===== config.mk =====
export PLATFORM = sky130hd
export DESIGN_NAME = ptm_timer
export DESIGN_NICKNAME = d
export VERILOG_FILES = /design/src/ptm_pkg.sv /design/src/ptm_timer.sv
export SDC_FILE = /design/constraint.sdc
export NUM_CORES = 1
export LEC_CHECK = 0
export BUFFER_PORTS_ARGS = -buffer_cell sky130_fd_sc_hd__buf_2
export CELL_PAD_IN_SITES_DETAIL_PLACEMENT = 2
export CELL_PAD_IN_SITES_GLOBAL_PLACEMENT = 2
export CORE_MARGIN = 2
export CORE_UTILIZATION = 43
export DETAILED_ROUTE_END_ITERATION = 12
export HOLD_SLACK_MARGIN = 0.02
export PLACE_DENSITY = 0.95
export SLEW_MARGIN = 20
export SYNTH_ARGS = -nofsm -noshare
export SYNTH_HDL_FRONTEND = slang
export SYNTH_SLANG_ARGS = --single-unit

===== constraint.sdc =====
create_clock -name pclk -period 6.43 [get_ports pclk]
set_input_delay 0.3215 -clock pclk [delete_from_list [all_inputs] [get_ports pclk]]
set_output_delay 0.3215 -clock pclk [all_outputs]
set_load 0.03 [all_outputs]

===== src/ptm_pkg.sv =====
//////////////////////////////////////////////////////////////////////////////
// Purpose: Shared constants and types of the pulse timer module channel block
// Assumes: APB register slave, one byte register per aligned 32-bit word
// Notes:   Offsets are word indices; the byte address is four times the index
//////////////////////////////////////////////////////////////////////////////
package ptm_pkg;

	////////////////////////////////////////////////////////////////////////////
	// Structure sizes
	localparam int NUM_CH = 2; // Channels in this timer

	////////////////////////////////////////////////////////////////////////////
	// Register word indices (byte address = index * 4)
	localparam logic [5:0] IDX_TIMER_CTL = 6'h00; // timer_control_register
	localparam logic [5:0] IDX_CNT_HIGH = 6'h01; // counter_high
	localparam logic [5:0] IDX_CNT_LOW = 6'h02; // counter_low
	localparam logic [5:0] IDX_MOD_HIGH = 6'h03; // modulus_high
	localparam logic [5:0] IDX_MOD_LOW = 6'h04; // modulus_low
	localparam logic [5:0] IDX_CH_BASE = 6'h05; // Channel 0 control
	localparam logic [5:0] IDX_CH_STRIDE = 6'h03; // Words per channel
	localparam logic [5:0] IDX_CH_CTL = 6'h00; // channel_control_register
	localparam logic [5:0] IDX_CH_VAL_HIGH = 6'h01; // channel_value_high
	localparam logic [5:0] IDX_CH_VAL_LOW = 6'h02; // channel_value_low

	////////////////////////////////////////////////////////////////////////////
	// Timer control fields
	localparam int TC_FLAG_BIT = 7; // counter_overflow_flag
	localparam int TC_IRQEN_BIT = 6; // overflow_irq_enable
	localparam int TC_CENTER_BIT = 5; // center_pwm_select
	localparam int TC_RUN_BIT = 3; // Counter runs when set

	////////////////////////////////////////////////////////////////////////////
	// Channel control fields
	localparam int CC_FLAG_BIT = 7; // channel_event_flag
	localparam int CC_IRQEN_BIT = 6; // channel_irq_enable
	localparam int CC_MODEB_BIT = 5; // Mode select high
	localparam int CC_MODEA_BIT = 4; // Mode select low
	localparam int CC_ELSB_BIT = 3; // edge_level_select_b
	localparam int CC_ELSA_BIT = 2; // edge_level_select_a

	////////////////////////////////////////////////////////////////////////////
	// Values
	localparam logic [15:0] CNT_RESET = 16'h0000; // Counter after reset
	localparam logic [15:0] MOD_FREE = 16'h0000; // Modulus meaning free run
	localparam logic [15:0] CNT_MAX = 16'hffff; // Free running terminal count
	localparam logic [15:0] VAL_ZERO = 16'h0000; // Zero duty value
	localparam int SIGN_BIT = 15; // Negative channel value

	////////////////////////////////////////////////////////////////////////////
	// Channel operating modes
	typedef enum logic [3:0] {
		MODE_CAPTURE = 4'b0001,
		MODE_COMPARE = 4'b0010,
		MODE_EDGE = 4'b0100,
		MODE_CENTER = 4'b1000
	} ptm_mode_t;

	// Per channel state
	typedef struct packed {
		logic irq_en; // channel_irq_enable
		logic flag; // channel_event_flag
		logic arm; // Flag read while set
		logic [1:0] mode_sel; // Mode select bits
		logic [1:0] els; // edge_level_select_b:a
		logic [15:0] val; // Active channel value
		logic [15:0] vbuf; // Write buffer
		logic got_high; // High byte buffered
		logic got_low; // Low byte buffered
		logic latched; // Read coherency latch held
		logic latch_high_first; // Which byte opened the latch
		logic [15:0] latch; // Latched capture value
		logic [2:0] sync; // Capture input synchroniser
		logic out; // Channel pin level
	} ptm_ch_t;

	// Whole block state
	typedef struct packed {
		logic [15:0] cnt; // Main counter
		logic down; // Counting down
		logic run; // Counter enabled
		logic center_aligned_pwm; // center_pwm_select
		logic overflow_irq_enable; // overflow_irq_enable
		logic counter_overflow_flag; // counter_overflow_flag
		logic tof_arm; // Overflow flag read while set
		logic [15:0] mod; // Active modulus
		logic [15:0] mod_buf; // Modulus write buffer
		logic mod_got_high; // High byte buffered
		logic mod_got_low; // Low byte buffered
		ptm_ch_t [NUM_CH-1:0] ch; // Channels
		logic [31:0] prdata; // Read data
		logic perr; // Unmapped address seen
	} ptm_state_t;

	localparam ptm_state_t STATE_RESET = '0; // Everything cleared

endpackage : ptm_pkg


===== src/ptm_timer.sv =====
//////////////////////////////////////////////////////////////////////////////
// Purpose: Counter and channel logic of the pulse timer module: capture,
//          compare, edge and center PWM, buffered updates, flags, interrupts
// Assumes: One clock; counter advances each clock while running
// Notes:   Read side effects act in the APB setup cycle, writes in access
//////////////////////////////////////////////////////////////////////////////
//
// Chosen here: the APB register port and the address map.
module ptm_timer
	import ptm_pkg::*;
(
	input wire logic pclk, // Timer and bus clock
	input wire logic presetn, // Asynchronous reset, active low
	input wire logic psel, // APB select
	input wire logic penable, // APB enable
	input wire logic pwrite, // APB write
	input wire logic [7:0] paddr, // APB byte address
	input wire logic [31:0] pwdata, // APB write data
	output logic [31:0] prdata, // APB read data
	output logic pready, // APB ready
	output logic pslverr, // APB error on unmapped word
	input wire logic [NUM_CH-1:0] capture_in, // Channel pins as inputs
	output logic [NUM_CH-1:0] channel_out, // Channel pin levels
	output logic [NUM_CH-1:0] channel_oe, // Channel pin drive enables
	output logic irq_overflow, // Overflow interrupt request
	output logic [NUM_CH-1:0] irq_channel // Channel interrupt requests
);

	//////////////////////////////////////////////////////////////////////////
	// State
	ptm_state_t r_reg; // Registered state
	ptm_state_t r_next; // Next state
	logic [NUM_CH-1:0] ch_event; // Channel event this cycle

	// Mode of a channel from the select bits
	function automatic ptm_mode_t mode_of(input logic center_aligned_pwm, input logic [1:0] ms);
		ptm_mode_t m;
		m = MODE_CAPTURE;
		if (center_aligned_pwm) begin
			m = MODE_CENTER;
		end else if (ms[1]) begin
			m = MODE_EDGE;
		end else if (ms[0]) begin
			m = MODE_COMPARE;
		end
		return m;
	endfunction : mode_of

	//////////////////////////////////////////////////////////////////////////
	// Next state
	always_comb begin
		logic setup; // APB setup cycle
		logic wr; // Write completes now
		logic rd_setup; // Read being set up
		logic [5:0] idx; // Word index
		logic ovf; // Up count wrap
		logic turn; // Up/down turn at modulus
		logic [15:0] term; // Terminal count
		logic [5:0] base; // Channel word base
		logic match; // Counter equals value
		logic edge_hit; // Selected input edge
		logic rise; // Synchronised rising edge
		logic fall; // Synchronised falling edge
		logic both; // Both value bytes buffered
		logic mapped; // Address hits a register
		logic [7:0] rbyte; // Byte being read
		ptm_mode_t mode; // Current channel mode
		setup = psel & ~penable;
		wr = psel & penable & pwrite;
		rd_setup = setup & ~pwrite;
		idx = paddr[7:2];
		ovf = 1'b0;
		turn = 1'b0;
		base = IDX_CH_BASE;
		match = 1'b0;
		edge_hit = 1'b0;
		rise = 1'b0;
		fall = 1'b0;
		both = 1'b0;
		mapped = 1'b0;
		rbyte = 8'h00;
		mode = MODE_CAPTURE;
		ch_event = '0;
		r_next = r_reg;

		// Main counter, free run when modulus is zero outside center mode
		term = (r_reg.mod == MOD_FREE) ? CNT_MAX : r_reg.mod;
		if (r_reg.run) begin
			if (!r_reg.center_aligned_pwm) begin
				r_next.down = 1'b0;
				if (r_reg.cnt == term) begin
					r_next.cnt = CNT_RESET;
					ovf = 1'b1;
				end else begin
					r_next.cnt = r_reg.cnt + 16'h0001;
				end
			end else if (!r_reg.down) begin
				// Up leg ends at the modulus
				if (r_reg.cnt == r_reg.mod) begin
					r_next.down = 1'b1;
					r_next.cnt = r_reg.cnt - 16'h0001;
					turn = 1'b1;
				end else begin
					r_next.cnt = r_reg.cnt + 16'h0001;
				end
			end else begin
				// Down leg turns back up at zero
				if (r_reg.cnt == CNT_RESET) begin
					r_next.down = 1'b0;
					r_next.cnt = r_reg.cnt + 16'h0001;
				end else begin
					r_next.cnt = r_reg.cnt - 16'h0001;
				end
			end
		end
		if (ovf || turn) begin
			r_next.counter_overflow_flag = 1'b1;
			r_next.tof_arm = 1'b0;
		end

		// Modulus buffer; waits for the turn when centered
		if (r_reg.mod_got_high && r_reg.mod_got_low && (!r_reg.center_aligned_pwm || turn)) begin
			r_next.mod = r_reg.mod_buf;
			r_next.mod_got_high = 1'b0;
			r_next.mod_got_low = 1'b0;
		end

		// Channels
		for (int i = 0; i < NUM_CH; i++) begin
			mode = mode_of(r_reg.center_aligned_pwm, r_reg.ch[i].mode_sel);
			// Only the second and third stages are compared
			r_next.ch[i].sync = {r_reg.ch[i].sync[1:0], capture_in[i]};
			rise = r_reg.ch[i].sync[1] & ~r_reg.ch[i].sync[2];
			fall = ~r_reg.ch[i].sync[1] & r_reg.ch[i].sync[2];
			match = r_reg.run && (r_reg.cnt == r_reg.ch[i].val);
			both = r_reg.ch[i].got_high & r_reg.ch[i].got_low;
			case (mode)
				MODE_CAPTURE: begin
					case (r_reg.ch[i].els)
						2'b01: edge_hit = rise;
						2'b10: edge_hit = fall;
						2'b11: edge_hit = rise | fall;
						default: edge_hit = 1'b0;
					endcase
					if (both) begin
						r_next.ch[i].val = r_reg.ch[i].vbuf;
						r_next.ch[i].got_high = 1'b0;
						r_next.ch[i].got_low = 1'b0;
					end
					if (edge_hit) begin
						r_next.ch[i].val = r_reg.cnt;
						ch_event[i] = 1'b1;
					end
				end
				MODE_COMPARE: begin
					if (both) begin
						r_next.ch[i].val = r_reg.ch[i].vbuf;
						r_next.ch[i].got_high = 1'b0;
						r_next.ch[i].got_low = 1'b0;
					end
					if (match) begin
						ch_event[i] = 1'b1;
						case (r_reg.ch[i].els)
							2'b01: r_next.ch[i].out = ~r_reg.ch[i].out;
							2'b10: r_next.ch[i].out = 1'b0;
							2'b11: r_next.ch[i].out = 1'b1;
							default: r_next.ch[i].out = r_reg.ch[i].out;
						endcase
					end
				end
				MODE_EDGE: begin
					// Period start drives active level, match wins so zero gives none
					if (r_reg.run && r_reg.cnt == CNT_RESET) begin
						r_next.ch[i].out = ~r_reg.ch[i].els[0];
					end
					if (match) begin
						r_next.ch[i].out = r_reg.ch[i].els[0];
						ch_event[i] = 1'b1;
					end
					if (both && r_reg.cnt == CNT_RESET) begin
						r_next.ch[i].val = r_reg.ch[i].vbuf;
						r_next.ch[i].got_high = 1'b0;
						r_next.ch[i].got_low = 1'b0;
					end
				end
				MODE_CENTER: begin
					if (r_reg.ch[i].val == VAL_ZERO || r_reg.ch[i].val[SIGN_BIT]) begin
						r_next.ch[i].out = r_reg.ch[i].els[0];
					end else if (match) begin
						r_next.ch[i].out = r_reg.down ? ~r_reg.ch[i].els[0] : r_reg.ch[i].els[0];
						ch_event[i] = 1'b1;
					end else if (turn && r_reg.ch[i].val > r_reg.mod) begin
						r_next.ch[i].out = ~r_reg.ch[i].els[0];
					end
					if (both && turn) begin
						r_next.ch[i].val = r_reg.ch[i].vbuf;
						r_next.ch[i].got_high = 1'b0;
						r_next.ch[i].got_low = 1'b0;
					end
				end
				default: begin
					ch_event[i] = 1'b0;
				end
			endcase
			if (ch_event[i]) begin
				r_next.ch[i].flag = 1'b1;
				r_next.ch[i].arm = 1'b0;
			end
		end

		// Read decode and read side effects in the setup cycle
		if (idx == IDX_TIMER_CTL) begin
			mapped = 1'b1;
			rbyte = 8'h00;
			rbyte[TC_FLAG_BIT] = r_reg.counter_overflow_flag;
			rbyte[TC_IRQEN_BIT] = r_reg.overflow_irq_enable;
			rbyte[TC_CENTER_BIT] = r_reg.center_aligned_pwm;
			rbyte[TC_RUN_BIT] = r_reg.run;
			if (rd_setup && r_reg.counter_overflow_flag && !(ovf || turn)) begin
				r_next.tof_arm = 1'b1;
			end
		end else if (idx == IDX_CNT_HIGH) begin
			mapped = 1'b1;
			rbyte = r_reg.cnt[15:8];
		end else if (idx == IDX_CNT_LOW) begin
			mapped = 1'b1;
			rbyte = r_reg.cnt[7:0];
		end else if (idx == IDX_MOD_HIGH) begin
			mapped = 1'b1;
			rbyte = r_reg.mod[15:8];
		end else if (idx == IDX_MOD_LOW) begin
			mapped = 1'b1;
			rbyte = r_reg.mod[7:0];
		end
		for (int i = 0; i < NUM_CH; i++) begin
			base = 6'(IDX_CH_BASE + i * IDX_CH_STRIDE);
			mode = mode_of(r_reg.center_aligned_pwm, r_reg.ch[i].mode_sel);
			if (idx == base + IDX_CH_CTL) begin
				mapped = 1'b1;
				rbyte = 8'h00;
				rbyte[CC_FLAG_BIT] = r_reg.ch[i].flag;
				rbyte[CC_IRQEN_BIT] = r_reg.ch[i].irq_en;
				rbyte[CC_MODEB_BIT] = r_reg.ch[i].mode_sel[1];
				rbyte[CC_MODEA_BIT] = r_reg.ch[i].mode_sel[0];
				rbyte[CC_ELSB_BIT] = r_reg.ch[i].els[1];
				rbyte[CC_ELSA_BIT] = r_reg.ch[i].els[0];
				if (rd_setup && r_reg.ch[i].flag && !ch_event[i]) begin
					r_next.ch[i].arm = 1'b1;
				end
			end else if (idx == base + IDX_CH_VAL_HIGH || idx == base + IDX_CH_VAL_LOW) begin
				mapped = 1'b1;
				if (idx == base + IDX_CH_VAL_HIGH) begin
					rbyte = r_reg.ch[i].latched ? r_reg.ch[i].latch[15:8] : r_reg.ch[i].val[15:8];
				end else begin
					rbyte = r_reg.ch[i].latched ? r_reg.ch[i].latch[7:0] : r_reg.ch[i].val[7:0];
				end
				// Capture reads stay coherent until the other byte is read
				if (rd_setup && mode == MODE_CAPTURE) begin
					if (!r_reg.ch[i].latched) begin
						r_next.ch[i].latched = 1'b1;
						r_next.ch[i].latch = r_reg.ch[i].val;
						r_next.ch[i].latch_high_first = (idx == base + IDX_CH_VAL_HIGH);
					end else if (r_reg.ch[i].latch_high_first != (idx == base + IDX_CH_VAL_HIGH)) begin
						r_next.ch[i].latched = 1'b0;
					end
				end
			end
		end
		if (setup) begin
			r_next.prdata = {24'h000000, rbyte};
			r_next.perr = ~mapped;
		end

		// Writes in the access cycle
		if (wr && idx == IDX_TIMER_CTL) begin
			r_next.overflow_irq_enable = pwdata[TC_IRQEN_BIT];
			r_next.center_aligned_pwm = pwdata[TC_CENTER_BIT];
			r_next.run = pwdata[TC_RUN_BIT];
			r_next.mod_got_high = 1'b0;
			r_next.mod_got_low = 1'b0;
			r_next.tof_arm = 1'b0;
			// A new overflow in the same cycle keeps the flag
			if (r_reg.tof_arm && !pwdata[TC_FLAG_BIT] && !(ovf || turn)) begin
				r_next.counter_overflow_flag = 1'b0;
			end
		end
		if (wr && (idx == IDX_CNT_HIGH || idx == IDX_CNT_LOW)) begin
			// Any counter write restarts the count upward
			r_next.cnt = CNT_RESET;
			r_next.down = 1'b0;
		end
		if (wr && idx == IDX_MOD_HIGH) begin
			r_next.mod_buf[15:8] = pwdata[7:0];
			r_next.mod_got_high = 1'b1;
		end
		if (wr && idx == IDX_MOD_LOW) begin
			r_next.mod_buf[7:0] = pwdata[7:0];
			r_next.mod_got_low = 1'b1;
		end
		for (int i = 0; i < NUM_CH; i++) begin
			base = 6'(IDX_CH_BASE + i * IDX_CH_STRIDE);
			if (wr && idx == base + IDX_CH_CTL) begin
				r_next.ch[i].irq_en = pwdata[CC_IRQEN_BIT];
				r_next.ch[i].mode_sel = {pwdata[CC_MODEB_BIT], pwdata[CC_MODEA_BIT]};
				r_next.ch[i].els = {pwdata[CC_ELSB_BIT], pwdata[CC_ELSA_BIT]};
				r_next.ch[i].got_high = 1'b0;
				r_next.ch[i].got_low = 1'b0;
				r_next.ch[i].latched = 1'b0;
				r_next.ch[i].arm = 1'b0;
				if (r_reg.ch[i].arm && !pwdata[CC_FLAG_BIT] && !ch_event[i]) begin
					r_next.ch[i].flag = 1'b0;
				end
			end
			if (wr && idx == base + IDX_CH_VAL_HIGH) begin
				r_next.ch[i].vbuf[15:8] = pwdata[7:0];
				r_next.ch[i].got_high = 1'b1;
			end
			if (wr && idx == base + IDX_CH_VAL_LOW) begin
				r_next.ch[i].vbuf[7:0] = pwdata[7:0];
				r_next.ch[i].got_low = 1'b1;
			end
		end
	end

	//////////////////////////////////////////////////////////////////////////
	// State register
	always_ff @(posedge pclk or negedge presetn) begin
		if (!presetn) begin
			r_reg <= STATE_RESET;
		end else begin
			r_reg <= r_next;
		end
	end

	//////////////////////////////////////////////////////////////////////////
	// APB answer: zero wait states, data prepared in setup
	assign pready = 1'b1;
	assign prdata = r_reg.prdata;
	assign pslverr = psel & penable & r_reg.perr;
	assign irq_overflow = r_reg.counter_overflow_flag & r_reg.overflow_irq_enable;

	//////////////////////////////////////////////////////////////////////////
	// Per channel pins and interrupt levels
	for (genvar g = 0; g < NUM_CH; g++) begin : g_ch
		// Pin driven only by compare or PWM with a level choice
		assign channel_out[g] = r_reg.ch[g].out;
		assign channel_oe[g] = (r_reg.center_aligned_pwm | r_reg.ch[g].mode_sel[1] | r_reg.ch[g].mode_sel[0])
			& (r_reg.ch[g].els != 2'b00);
		assign irq_channel[g] = r_reg.ch[g].flag & r_reg.ch[g].irq_en;
	end

endmodule : ptm_timer


==> impl_metrics.csv, run 1 <==
group,metric,value,unit
run_status,status,"finished with violations",
run_status,violations,"hold timing",
sta,skew,19.3,ps
final_layout,syn2layout_area_growth,8.18,%
clock_tree,clk_latency,470,ps
placed_design,place_congestion,0.924,
logic_synthesis,avgSynthCellArea,10.4,um2
final_layout,multiInputGateArea,0.00624,mm2
placed_design,numPortBuffers,36,
floorplan,io_pins,88,
route,via_per_inst,7.18,
clock_tree,cts_setup_buffers,0,
sta,hold_viol,13,
route,via_count,10559,
route,drtPass1Iterations,5,
placed_design,detailed_place.area,0.0119,mm2
final_layout,mostFrequentLayoutCell,"dfrtp_1",
logic_synthesis,ys_async_sr_fraction,100,%
power,power_density,347,mW/mm2
final_layout,layout_common_cells,"dfrtp_1 (191), mux2_2 (106), nand2_1 (90)",
floorplan,initial_core_util,43.5,%
clock_tree,clkSinkCount,191,
placed_design,dpl.hpwl,32400,um
final_layout,finish.instance_area,0.0126,mm2
run,cap_viol_max_count,0,
sta,worst_slew_pin_slew,1210,ps
logic_synthesis,synth_top_area_share,41.2,%
clock_tree,post_cts_resized,0,
sta,fin_crit,4340,ps
sta,fmax,231,MHz
logic_synthesis,synthTopCellsByArea,"dfrtp_1 (41%), mux2_2 (10%), ha_1 (4.2%)",
sta,tns,0,ps
sta,rsz0062_at_grt,"false",
global_routing,grt-ovfl-total,0,
critical_path,crit_arrival,4680,ps
route,wire_per_inst,36.2,um
floorplan,num_rows,60,
worst_hold_path,worstHoldPathType,"in -> async",
sta,whs,-8.88,ps
global_routing,grt_antenna_before_repair,3,
sta,max_slew_margin,19.3,%
sta,setup_violations,0,
clock_tree,tritoncts,"done",
sta,slew_viol_final,0,
logic_synthesis,synth_area,0.0116,mm2
power,p_leak,5.75,nW
route,post-route-drc-count,0,
critical_path,end_kind,"flip-flop",
final_layout,largest_reg_flops,177,
floorplan,core,0.0267,mm2
logic_synthesis,synth_top_area_cell,"dfrtp_1",
logic_synthesis,yosys_register_bits,191,
clock_tree,clk_path_buf_depth,2,
final_layout,final-seq-area,0.00478,mm2
clock_tree,cts_buffers,17,
sta,min_period_over_period,67.4,%
logic_synthesis,synthCells,1122,
floorplan,dieArea,0.0283,mm2
final_layout,fill_cells,2751,
floorplan,die_h,168,um
critical_path,cp_max_fo,35,
logic_synthesis,yosys_warnings,0,
logic_synthesis,ys_types,80,
logic_synthesis,ys_seq_area_share,41.2,%
global_routing,grt_usage,38.7,%
route,antenna_left,0,
clock_tree,cts_root_buffer,"clkbuf_16",
clock_tree,htree_levels,4,
logic_synthesis,synth_edf_count,0,
clock_tree,clk_pin_slew,80,ps
floorplan,die_w,168,um
route,drt_wl_total,53300,um
route,dr.first_iter.drc_count,1237,
global_routing,grt_max_degree,120,
global_routing,grt_pass1_wl,80000,um
critical_path,criticalPathCategory,"in -> reg",
final_layout,final_nets,1203,
power,power,4.36,mW
critical_path,r2r_slack,2670,ps
clock_tree,cts_hold_buf,2,
global_routing,grt_pass1_vias,11825,
power,peakVddDrop,0.000201,V
critical_path,startpoint_type,"input pin",
critical_path,crit_required,6770,ps
final_layout,drive_gt1_share,19.9,%
logic_synthesis,dominantRegCellSynth,"dfrtp_1",
-- worst paths after layout --
kind | endpoint | cells past startpoint | start
worst max-delay path | r_reg[109] | 8 | paddr[2]
worst min-delay path | r_reg[91] | 1 | presetn
worst max register to register | channel_out[1] | 7 | r_reg[202]
worst min register to register | r_next[99] | 0 | r_next[98]
max in group asynchronous | r_reg[188] | 2 | presetn
min in group pclk | r_reg[90] | 3 | pwdata[3]
-- kinds of logic (layout without fill, tap and decap cells) --
logic type,Yosys count,count (layout),share of synthesized area [%]
adders and majority gates,39,39,4.20
other,2,27,0.0647
buffers and inverters,137,120,6.03
AOI/OAI and AO/OA,272,272,16.6
muxes,144,144,15.3
xor gates and xnor gates,42,42,3.17
DFF,191,191,41.2
and+or+nand+nor,295,295,13.5
-- worst max-delay path, stage by stage --
cell and delay, ps:
buf_2 700, inv_1 440, nor2_1 770, nand2_2 420
nand2_1 390, nand4_1 280, nor2_2 830, mux2_2 470
-- stage by stage --
step	setup slack, ps	hold WS, ps	instances	utilization (%)
after floorplan	3980	25.9	1145	-
after global placement	2300	344	1436	44.4
after detailed placement	2040	338	1436	44.4
after CTS	2320	66.2	1468	47.0
after global routing	1970	86.2	1470	47.0
final	2090	-8.88	1471	47.0
-- cells in the mapped netlist (6+ instances only) --
| master | number |
|---|---|
| dfrtp_1 | 191 |
| mux2_2 | 106 |
| nand2_1 | 90 |
| o21ai_0 | 52 |
| a21oi_1 | 43 |
| buf_4 | 39 |
| ha_1 | 39 |
| inv_1 | 39 |
| nor2_1 | 39 |
| clkbuf_1 | 37 |
| xor2_1 | 33 |
| nand2b_1 | 23 |
| nor3_1 | 23 |
| nor4_1 | 23 |
| mux2i_1 | 22 |
| o22ai_1 | 22 |
| o22a_1 | 20 |
| o2bb2ai_1 | 18 |
| a22oi_1 | 17 |
| nor2b_1 | 17 |
| mux4_2 | 16 |
| a21o_1 | 15 |
| nand4_1 | 15 |
| buf_2 | 14 |
| a31oi_1 | 13 |
| and3_1 | 12 |
| nand3_1 | 12 |
| xnor2_1 | 9 |
| o21a_1 | 7 |
| and2_1 | 6 |
-- metal layers --
layer	global-route usage [%]	share of wire [%]	vias up
li1	-	-	4088
met1	44.9	36	5385
met2	61.0	46	795
met3	11.4	10	291
met4	28.1	7.5	0
met5	0	0	-
-- area by class of cell --
type,count,area share (%)
multi-input cells,817,49.7
flip-flops and latches,191,38.0
clock buffers,18,3.42
well taps,341,3.40
repair buffers,51,2.47
clock inverters,12,1.81
inverters,39,1.17
diodes,2,0.0398
-- power by group --
part | switching (mW) | internal [mW]
Combinational | 0.810 | 0.498
Clock | 0.544 | 0.731
Sequential | 0.438 | 1.34
(Power assumes the default switching activity.)
==> inputs of run 2 (changes only) <==
--- a/config.mk
+++ b/config.mk
@@ -9,10 +9,10 @@
 export CELL_PAD_IN_SITES_DETAIL_PLACEMENT = 2
 export CELL_PAD_IN_SITES_GLOBAL_PLACEMENT = 2
 export CORE_MARGIN = 2
-export CORE_UTILIZATION = 43
+export CORE_UTILIZATION = 40
 export DETAILED_ROUTE_END_ITERATION = 12
 export HOLD_SLACK_MARGIN = 0.02
-export PLACE_DENSITY = 0.95
+export PLACE_DENSITY = 0.93
 export SLEW_MARGIN = 20
 export SYNTH_ARGS = -nofsm -noshare
 export SYNTH_HDL_FRONTEND = slang
==> constraint.sdc (replaced) <==
create_clock -name pclk -period 4.31 [get_ports pclk]
set_input_delay 0.2155 -clock pclk [delete_from_list [all_inputs] [get_ports pclk]]
set_output_delay 0.2155 -clock pclk [all_outputs]
set_load 0.03 [all_outputs]
==> run 2 against run 1 <==
  * The run now ends clean
  * Sequential cell count did not move
  * Routed wire length fell by 16%
  * Hold slack improved by 170 ps
  * Largest power group unchanged
  * Sequential share of layout area fell by 0.15 points
  * Worst setup slack got worse by 1300 ps
  * Utilization fell by 2.9 points
  * Design area rose by 0.41%
  * Critical path type is now reg -> reg
  * Combinational power rose by 32%
  * Die area rose by 7.3%
  * Critical path depth did not move
  * Non-clock buffer count rose by 9
  * Highest routed layer unchanged
  * Clock skew fell by 4.0 ps
==> impl_metrics.csv, run 2 (synthesis gave the netlist of run 1 again) <==
group,metric,value,unit
clock_tree,clk_pin_slew,80,ps
critical_path,criticalPathCategory,"reg -> reg",
sta,whs,158,ps
worst_hold_path,min_from,"pwdata[0]",
route,met1_length,17900,um
sta,slew_viol_final,0,
final_layout,multiInputGateArea,0.00623,mm2
final_layout,final_nets,1212,
critical_path,critical_path.slowest_cell,"or4_1",
critical_path,end_kind,"flip-flop",
floorplan,core,0.0286,mm2
sta,hold_viol,0,
clock_tree,clk_latency,470,ps
final_layout,drive_gt1_share,20.5,%
run_status,status,"finished clean",
route,dr.first_iter.drc_count,814,
power,peakVddDrop,0.000310,V
floorplan,num_rows,62,
sta,fmax,287,MHz
final_layout,largest_reg_flops,177,
route,drt_wl_total,45000,um
critical_path,startpoint_type,"flip-flop",
critical_path,rr_worst_depth,8,
final_layout,layout_common_cells,"dfrtp_1 (191), mux2_2 (106), nand2_1 (90)",
placed_design,place_congestion,0.948,
global_routing,grt_usage,30.3,%
route,antenna_left,0,
global_routing,grt_antenna_before_repair,0,
floorplan,dieArea,0.0304,mm2
power,power_density,476,mW/mm2
sta,tns,0,ps
route,route.met3.wl,2850,um
critical_path,r2r_slack,820,ps
route,via_per_inst,6.48,
sta,fin_crit,3490,ps
worst_hold_path,worstHoldPathType,"in -> reg",
final_layout,final-seq-area,0.00478,mm2
run,cap_viol_max_count,0,
sta,skew,15.3,ps
worst_hold_path,holdPathEnd,"r_reg[120]",
critical_path,r2r_end,"r_reg[75]",
clock_tree,clkSinkCount,191,
sta,min_period_over_period,80.9,%
route,post-route-drc-count,0,
final_layout,antennaDiodeCount,0,
critical_path,critPathMaxStageDelay,740,ps
final_layout,syn2layout_area_growth,8.62,%
global_routing,grt-ovfl-total,0,
placed_design,dpl.hpwl,31200,um
clock_tree,clk_path_buf_depth,2,
power,p_leak,5.76,nW
route,wl_met2,21700,um
clock_tree,cts_setup_buffers,0,
placed_design,pre_cts_slack,969,ps
floorplan,io_pins,88,
clock_tree,tritoncts,"done",
global_routing,grt_pass1_wl,69200,um
route,drtPass1Iterations,5,
route,wire_per_inst,29.6,um
placed_design,numPortBuffers,36,
critical_path,cp_max_fo,17,
global_routing,grt_pass1_vias,11014,
worst_hold_path,holdPathStages,2,
final_layout,fill_cells,2968,
sta,layout_setup_ws,825,ps
critical_path,reg2reg_from,"r_reg[201]",
sta,setup_violations,0,
sta,max_slew_margin,20.5,%
sta,rsz0062_at_grt,"false",
global_routing,grt_max_degree,122,
critical_path,path_cells,"nor3_1 -> nand3_1 -> or4_1 -> a21oi_1 -> a21boi_1 -> a31oi_1 -> buf_4 -> o2bb2ai_1",
critical_path,crit_required,4620,ps
floorplan,die_w,174,um
final_layout,mostFrequentLayoutCell,"dfrtp_1",
clock_tree,cts_root_buffer,"clkbuf_16",
route,top_layer_used,"met4",
floorplan,die_h,174,um
clock_tree,htree_levels,4,
clock_tree,cts_buffers,17,
critical_path,crit_arrival,3800,ps
route,via_count,9863,
floorplan,initial_core_util,40.6,%
sta,worst_slew_pin_slew,1190,ps
## run 2: power breakdown
part	total [mW]	switching [mW]	internal, mW
Combinational	1.73	0.994	0.732
Clock	1.64	0.805	0.835
Sequential	2.64	0.642	2.00
## run 2: cell type report
cell class / count / share of cell area, %
clock buffer: 19 / 3.51
multi-input combinational: 817 / 49.4
clock inverter: 13 / 1.13
timing repair buffer: 60 / 3.08
tap: 384 / 3.81
sequential: 191 / 37.9
inverter: 39 / 1.16
## run 2: worst max-delay path, delay by kind of cell (launching register included)
kind | cells | cell delay, ps
compound gates | 4 | 800
buf+inv | 1 | 230
flops | 1 | 690
simple gates | 3 | 1610
## run 2: per-stage QoR
stage	total power [mW]	utilization [%]	cell area (um2)	cells
2_1_floorplan	3.58	-	11700	1145
3_3_place_gp	4.11	41.9	12000	1488
3_5_place_dp	4.30	41.9	12000	1488
4_1_cts	5.99	44.1	12600	1523
5_1_grt	6.25	44.1	12600	1523
6_report	6.01	44.1	12600	1523
## run 2: worst max-delay path by stage
| stage | from | endpoint | slack (ps) | cells after the start |
|---|---|---|---|---|
| 4_1_cts | r_reg[201] | r_reg[73] | 930 | 8 |
| 6_report | r_reg[201] | r_reg[75] | 820 | 8 |
| 3_5_place_dp | r_reg[201] | r_reg[209] | 970 | 8 |
| 2_1_floorplan | r_reg[207] | r_reg[213] | 1860 | 9 |
| 3_3_place_gp | r_reg[201] | r_reg[209] | 1090 | 8 |
| 5_1_grt | r_reg[201] | r_reg[75] | 650 | 8 |
## run 2: what timing repair did
action | 4_1_cts | 5_1_grt
hold endpoints to repair | 72 | 0
endpoints found under the setup margin | 0 | 0
resized for setup | 0 | 0
hold buffers | 3 | 0
## run 2: routing by layer
layer  track usage [%]  vias up
met3              5.95      151
li1                  -     4114
met2              49.5      421
met1              37.2     5177
met4              18.0        0
met5                 0        -
==> inputs of run 3 (changes only) <==
--- a/config.mk
+++ b/config.mk
@@ -9,10 +9,10 @@
 export CELL_PAD_IN_SITES_DETAIL_PLACEMENT = 2
 export CELL_PAD_IN_SITES_GLOBAL_PLACEMENT = 2
 export CORE_MARGIN = 2
-export CORE_UTILIZATION = 40
+export CORE_UTILIZATION = 36
 export DETAILED_ROUTE_END_ITERATION = 12
 export HOLD_SLACK_MARGIN = 0.02
-export PLACE_DENSITY = 0.93
+export PLACE_DENSITY = 0.89
 export SLEW_MARGIN = 20
 export SYNTH_ARGS = -nofsm -noshare
 export SYNTH_HDL_FRONTEND = slang
==> constraint.sdc (replaced) <==
create_clock -name pclk -period 3 [get_ports pclk]
set_input_delay 0.15 -clock pclk [delete_from_list [all_inputs] [get_ports pclk]]
set_output_delay 0.15 -clock pclk [all_outputs]
set_load 0.03 [all_outputs]
==> run 3 against run 2 <==
  * Total power rose by 47%
  * Combinational power grew 70%
  * Sequential cell count stayed put
  * Via count is 0.11% higher
  * Final cell count up 4.1%
  * Utilization fell by 3.0 points
  * Sequential share of layout area shrank 1.1 points
  * Register-to-register slack got worse by 730 ps
  * Sequential power is 34% higher
  * Non-clock buffer count increased by 44
  * Worst setup slack lost 730 ps
  * Die area is 11% higher
==> impl_metrics.csv, run 3 (synthesis gave the netlist of run 1 again) <==
group,metric,value,unit
placed_design,pre_cts_slack,77.1,ps
critical_path,criticalPathCategory,"reg -> reg",
global_routing,met3_usage,6.28,%
final_layout,final-seq-area,0.00478,mm2
sta,rsz0062_at_grt,"true",
final_layout,syn2layout_area_growth,12.0,%
critical_path,critPathMaxStageDelay,530,ps
route,post-route-drc-count,0,
final_layout,multiInputGateArea,0.00625,mm2
final_layout,antennaDiodeCount,0,
sta,setup_violations,0,
route,drt_wl_total,46100,um
worst_hold_path,worstHoldPathType,"in -> reg",
sta,max_slew_margin,38.9,%
critical_path,r2r_end,"r_reg[213]",
global_routing,grt_antenna_before_repair,0,
final_layout,drive_gt1_share,23.8,%
critical_path,path_cells,"buf_4 -> nand2b_1 -> o2111ai_1 -> nor4b_1 -> buf_4 -> a31oi_4 -> or3_1 -> and3b_1 -> o22a_1",
sta,min_period_over_period,97.0,%
clock_tree,tritoncts,"done",
final_layout,layout_common_cells,"dfrtp_1 (191), mux2_2 (106), nand2_1 (90)",
power,p_sw,3.62,mW
final_layout,mostFrequentLayoutCell,"dfrtp_1",
run_status,status,"finished clean",
floorplan,dieArea,0.0337,mm2
clock_tree,htree_levels,4,
sta,worst_slew_pin_slew,916,ps
global_routing,grt_use_met1,33.8,%
critical_path,startpoint_type,"flip-flop",
floorplan,die_h,184,um
global_routing,use_met2,47.5,%
global_routing,grt_max_degree,104,
route,drtPass1Iterations,5,
placed_design,place_congestion,0.923,
route,wire_per_inst,29.1,um
run,cap_viol_max_count,0,
critical_path,path_depth,9,
power,seq_power_share,40.2,%
route,via_count,9874,
power,netSwitchingFraction,41.0,%
global_routing,grt_pass1_vias,10870,
clock_tree,cts_root_buffer,"clkbuf_16",
critical_path,cpLargestDelayFamily,"simple AND/OR/NAND/NOR gates",
power,clkPwrFrac,26.5,%
power,p_comb_share,33.3,%
sta,hold_viol,0,
critical_path,cp_max_fo,13,
final_layout,largest_reg_flops,177,
power,peakVddDrop,0.000440,V
final_layout,stdcell_count,1585,
critical_path,crit_arrival,3260,ps
critical_path,rr_worst_depth,9,
clock_tree,cts_buffers,17,
global_routing,grt_pass1_wl,69700,um
floorplan,io_pins,88,
route,antenna_left,0,
global_routing,grt-ovfl-total,0,
critical_path,end_kind,"flip-flop",
critical_path,critical_path.slowest_cell,"dfrtp_1",
floorplan,num_rows,65,
clock_tree,clkSinkCount,191,
placed_design,dpl.hpwl,32700,um
critical_path,crit_start,"r_reg[206]",
floorplan,core,0.0316,mm2
power,power_density,678,mW/mm2
clock_tree,clk_path_buf_depth,2,
critical_path,reg2reg_from,"r_reg[206]",
critical_path,critPathCapture,"r_reg[213]",
critical_path,crit_required,3350,ps
placed_design,dpl.cell_count,1548,
sta,fin_crit,2910,ps
global_routing,grt-busiest-layer,"met2",
route,dr.first_iter.drc_count,734,
route,via_per_inst,6.23,
final_layout,fill_cells,3325,
worst_hold_path,holdPathStages,3,
global_routing,grt_usage,28.0,%
floorplan,initial_core_util,36.7,%
power,p_leak,6.00,nW
sta,slew_viol_final,0,
clock_tree,clk_pin_slew,80,ps
sta,fmax,344,MHz
floorplan,die_w,184,um
sta,layout_setup_ws,91.5,ps
critical_path,crit_buf_inv,2,
placed_design,numPortBuffers,36,
critical_path,r2r_slack,90,ps
power,internal_power,5.21,mW
sta,skew,15.0,ps
final_layout,final_nets,1256,
clock_tree,clk_latency,470,ps
critical_path,crit_top_cell,"buf_4",
-- run 3: changes by cell type in the layout (fill, tap and decap cells not counted), sizes merged --
cell,delta
inv,+1
clkbuf,-2
buf,+44
bufinv,-1
clkinv,+2
-- run 3: timing repair --
item,4_1_cts,5_1_grt
setup endpoints to repair,0,35
endpoints found under the hold margin,102,0
resized for setup,0,4
setup buffers,0,2
hold buffers,3,0
-- run 3: tightest hold or removal path, stage by stage --
cell and delay (ps):
buf_2 100, nor2b_1 110, a31oi_1 150
-- run 3: area by class of cell --
class / count / area share, %
inverters: 39 / 1.13
clock buffers: 17 / 3.27
flip-flops and latches: 191 / 36.7
multi-input cells: 817 / 48.1
well taps: 402 / 3.87
repair buffers: 104 / 5.63
clock inverters: 15 / 1.29
-- run 3: routing by layer --
layer / vias up / routed length [um]
met3: 131 / 2760
li1: 4181 / -
met4: 0 / 2210
met2: 407 / 22500
met1: 5155 / 18600
met5: - / 0
-- run 3: stage by stage --
stage | hold WS [ps] | power (mW) | util [%] | cell area [um2] | TNS [ps]
2_1_floorplan | -146 | 5.14 | - | 11700 | 0
3_3_place_gp | 263 | 6.11 | 39.0 | 12300 | 0
3_5_place_dp | 260 | 6.39 | 39.0 | 12300 | 0
4_1_cts | 56.4 | 8.79 | 41.0 | 13000 | 0
5_1_grt | 105 | 9.21 | 41.1 | 13000 | -61.5
6_report | 76.5 | 8.82 | 41.1 | 13000 | 0
-- run 3: worst min-delay path by stage --
stage	from	endpoint	slack, ps
after global placement	capture_in[1]	r_next[98]	260
final	penable	prdata[6]	80
after CTS	penable	prdata[6]	60
after detailed placement	capture_in[1]	r_next[98]	260
after global routing	pwdata[0]	r_reg[120]	110
after floorplan	presetn	channel_out[0]	-150
-- run 3: power by group through the flow --
| stage | Clock (mW) | Sequential (mW) | Combinational, mW |
|---|---|---|---|
| after global routing | 2.47 | 3.57 | 3.17 |
| after global placement | 0 | 3.50 | 2.61 |
| final | 2.34 | 3.54 | 2.94 |
| after detailed placement | 0 | 3.55 | 2.84 |
| after floorplan | 0 | 3.23 | 1.91 |
| after CTS | 2.39 | 3.51 | 2.89 |
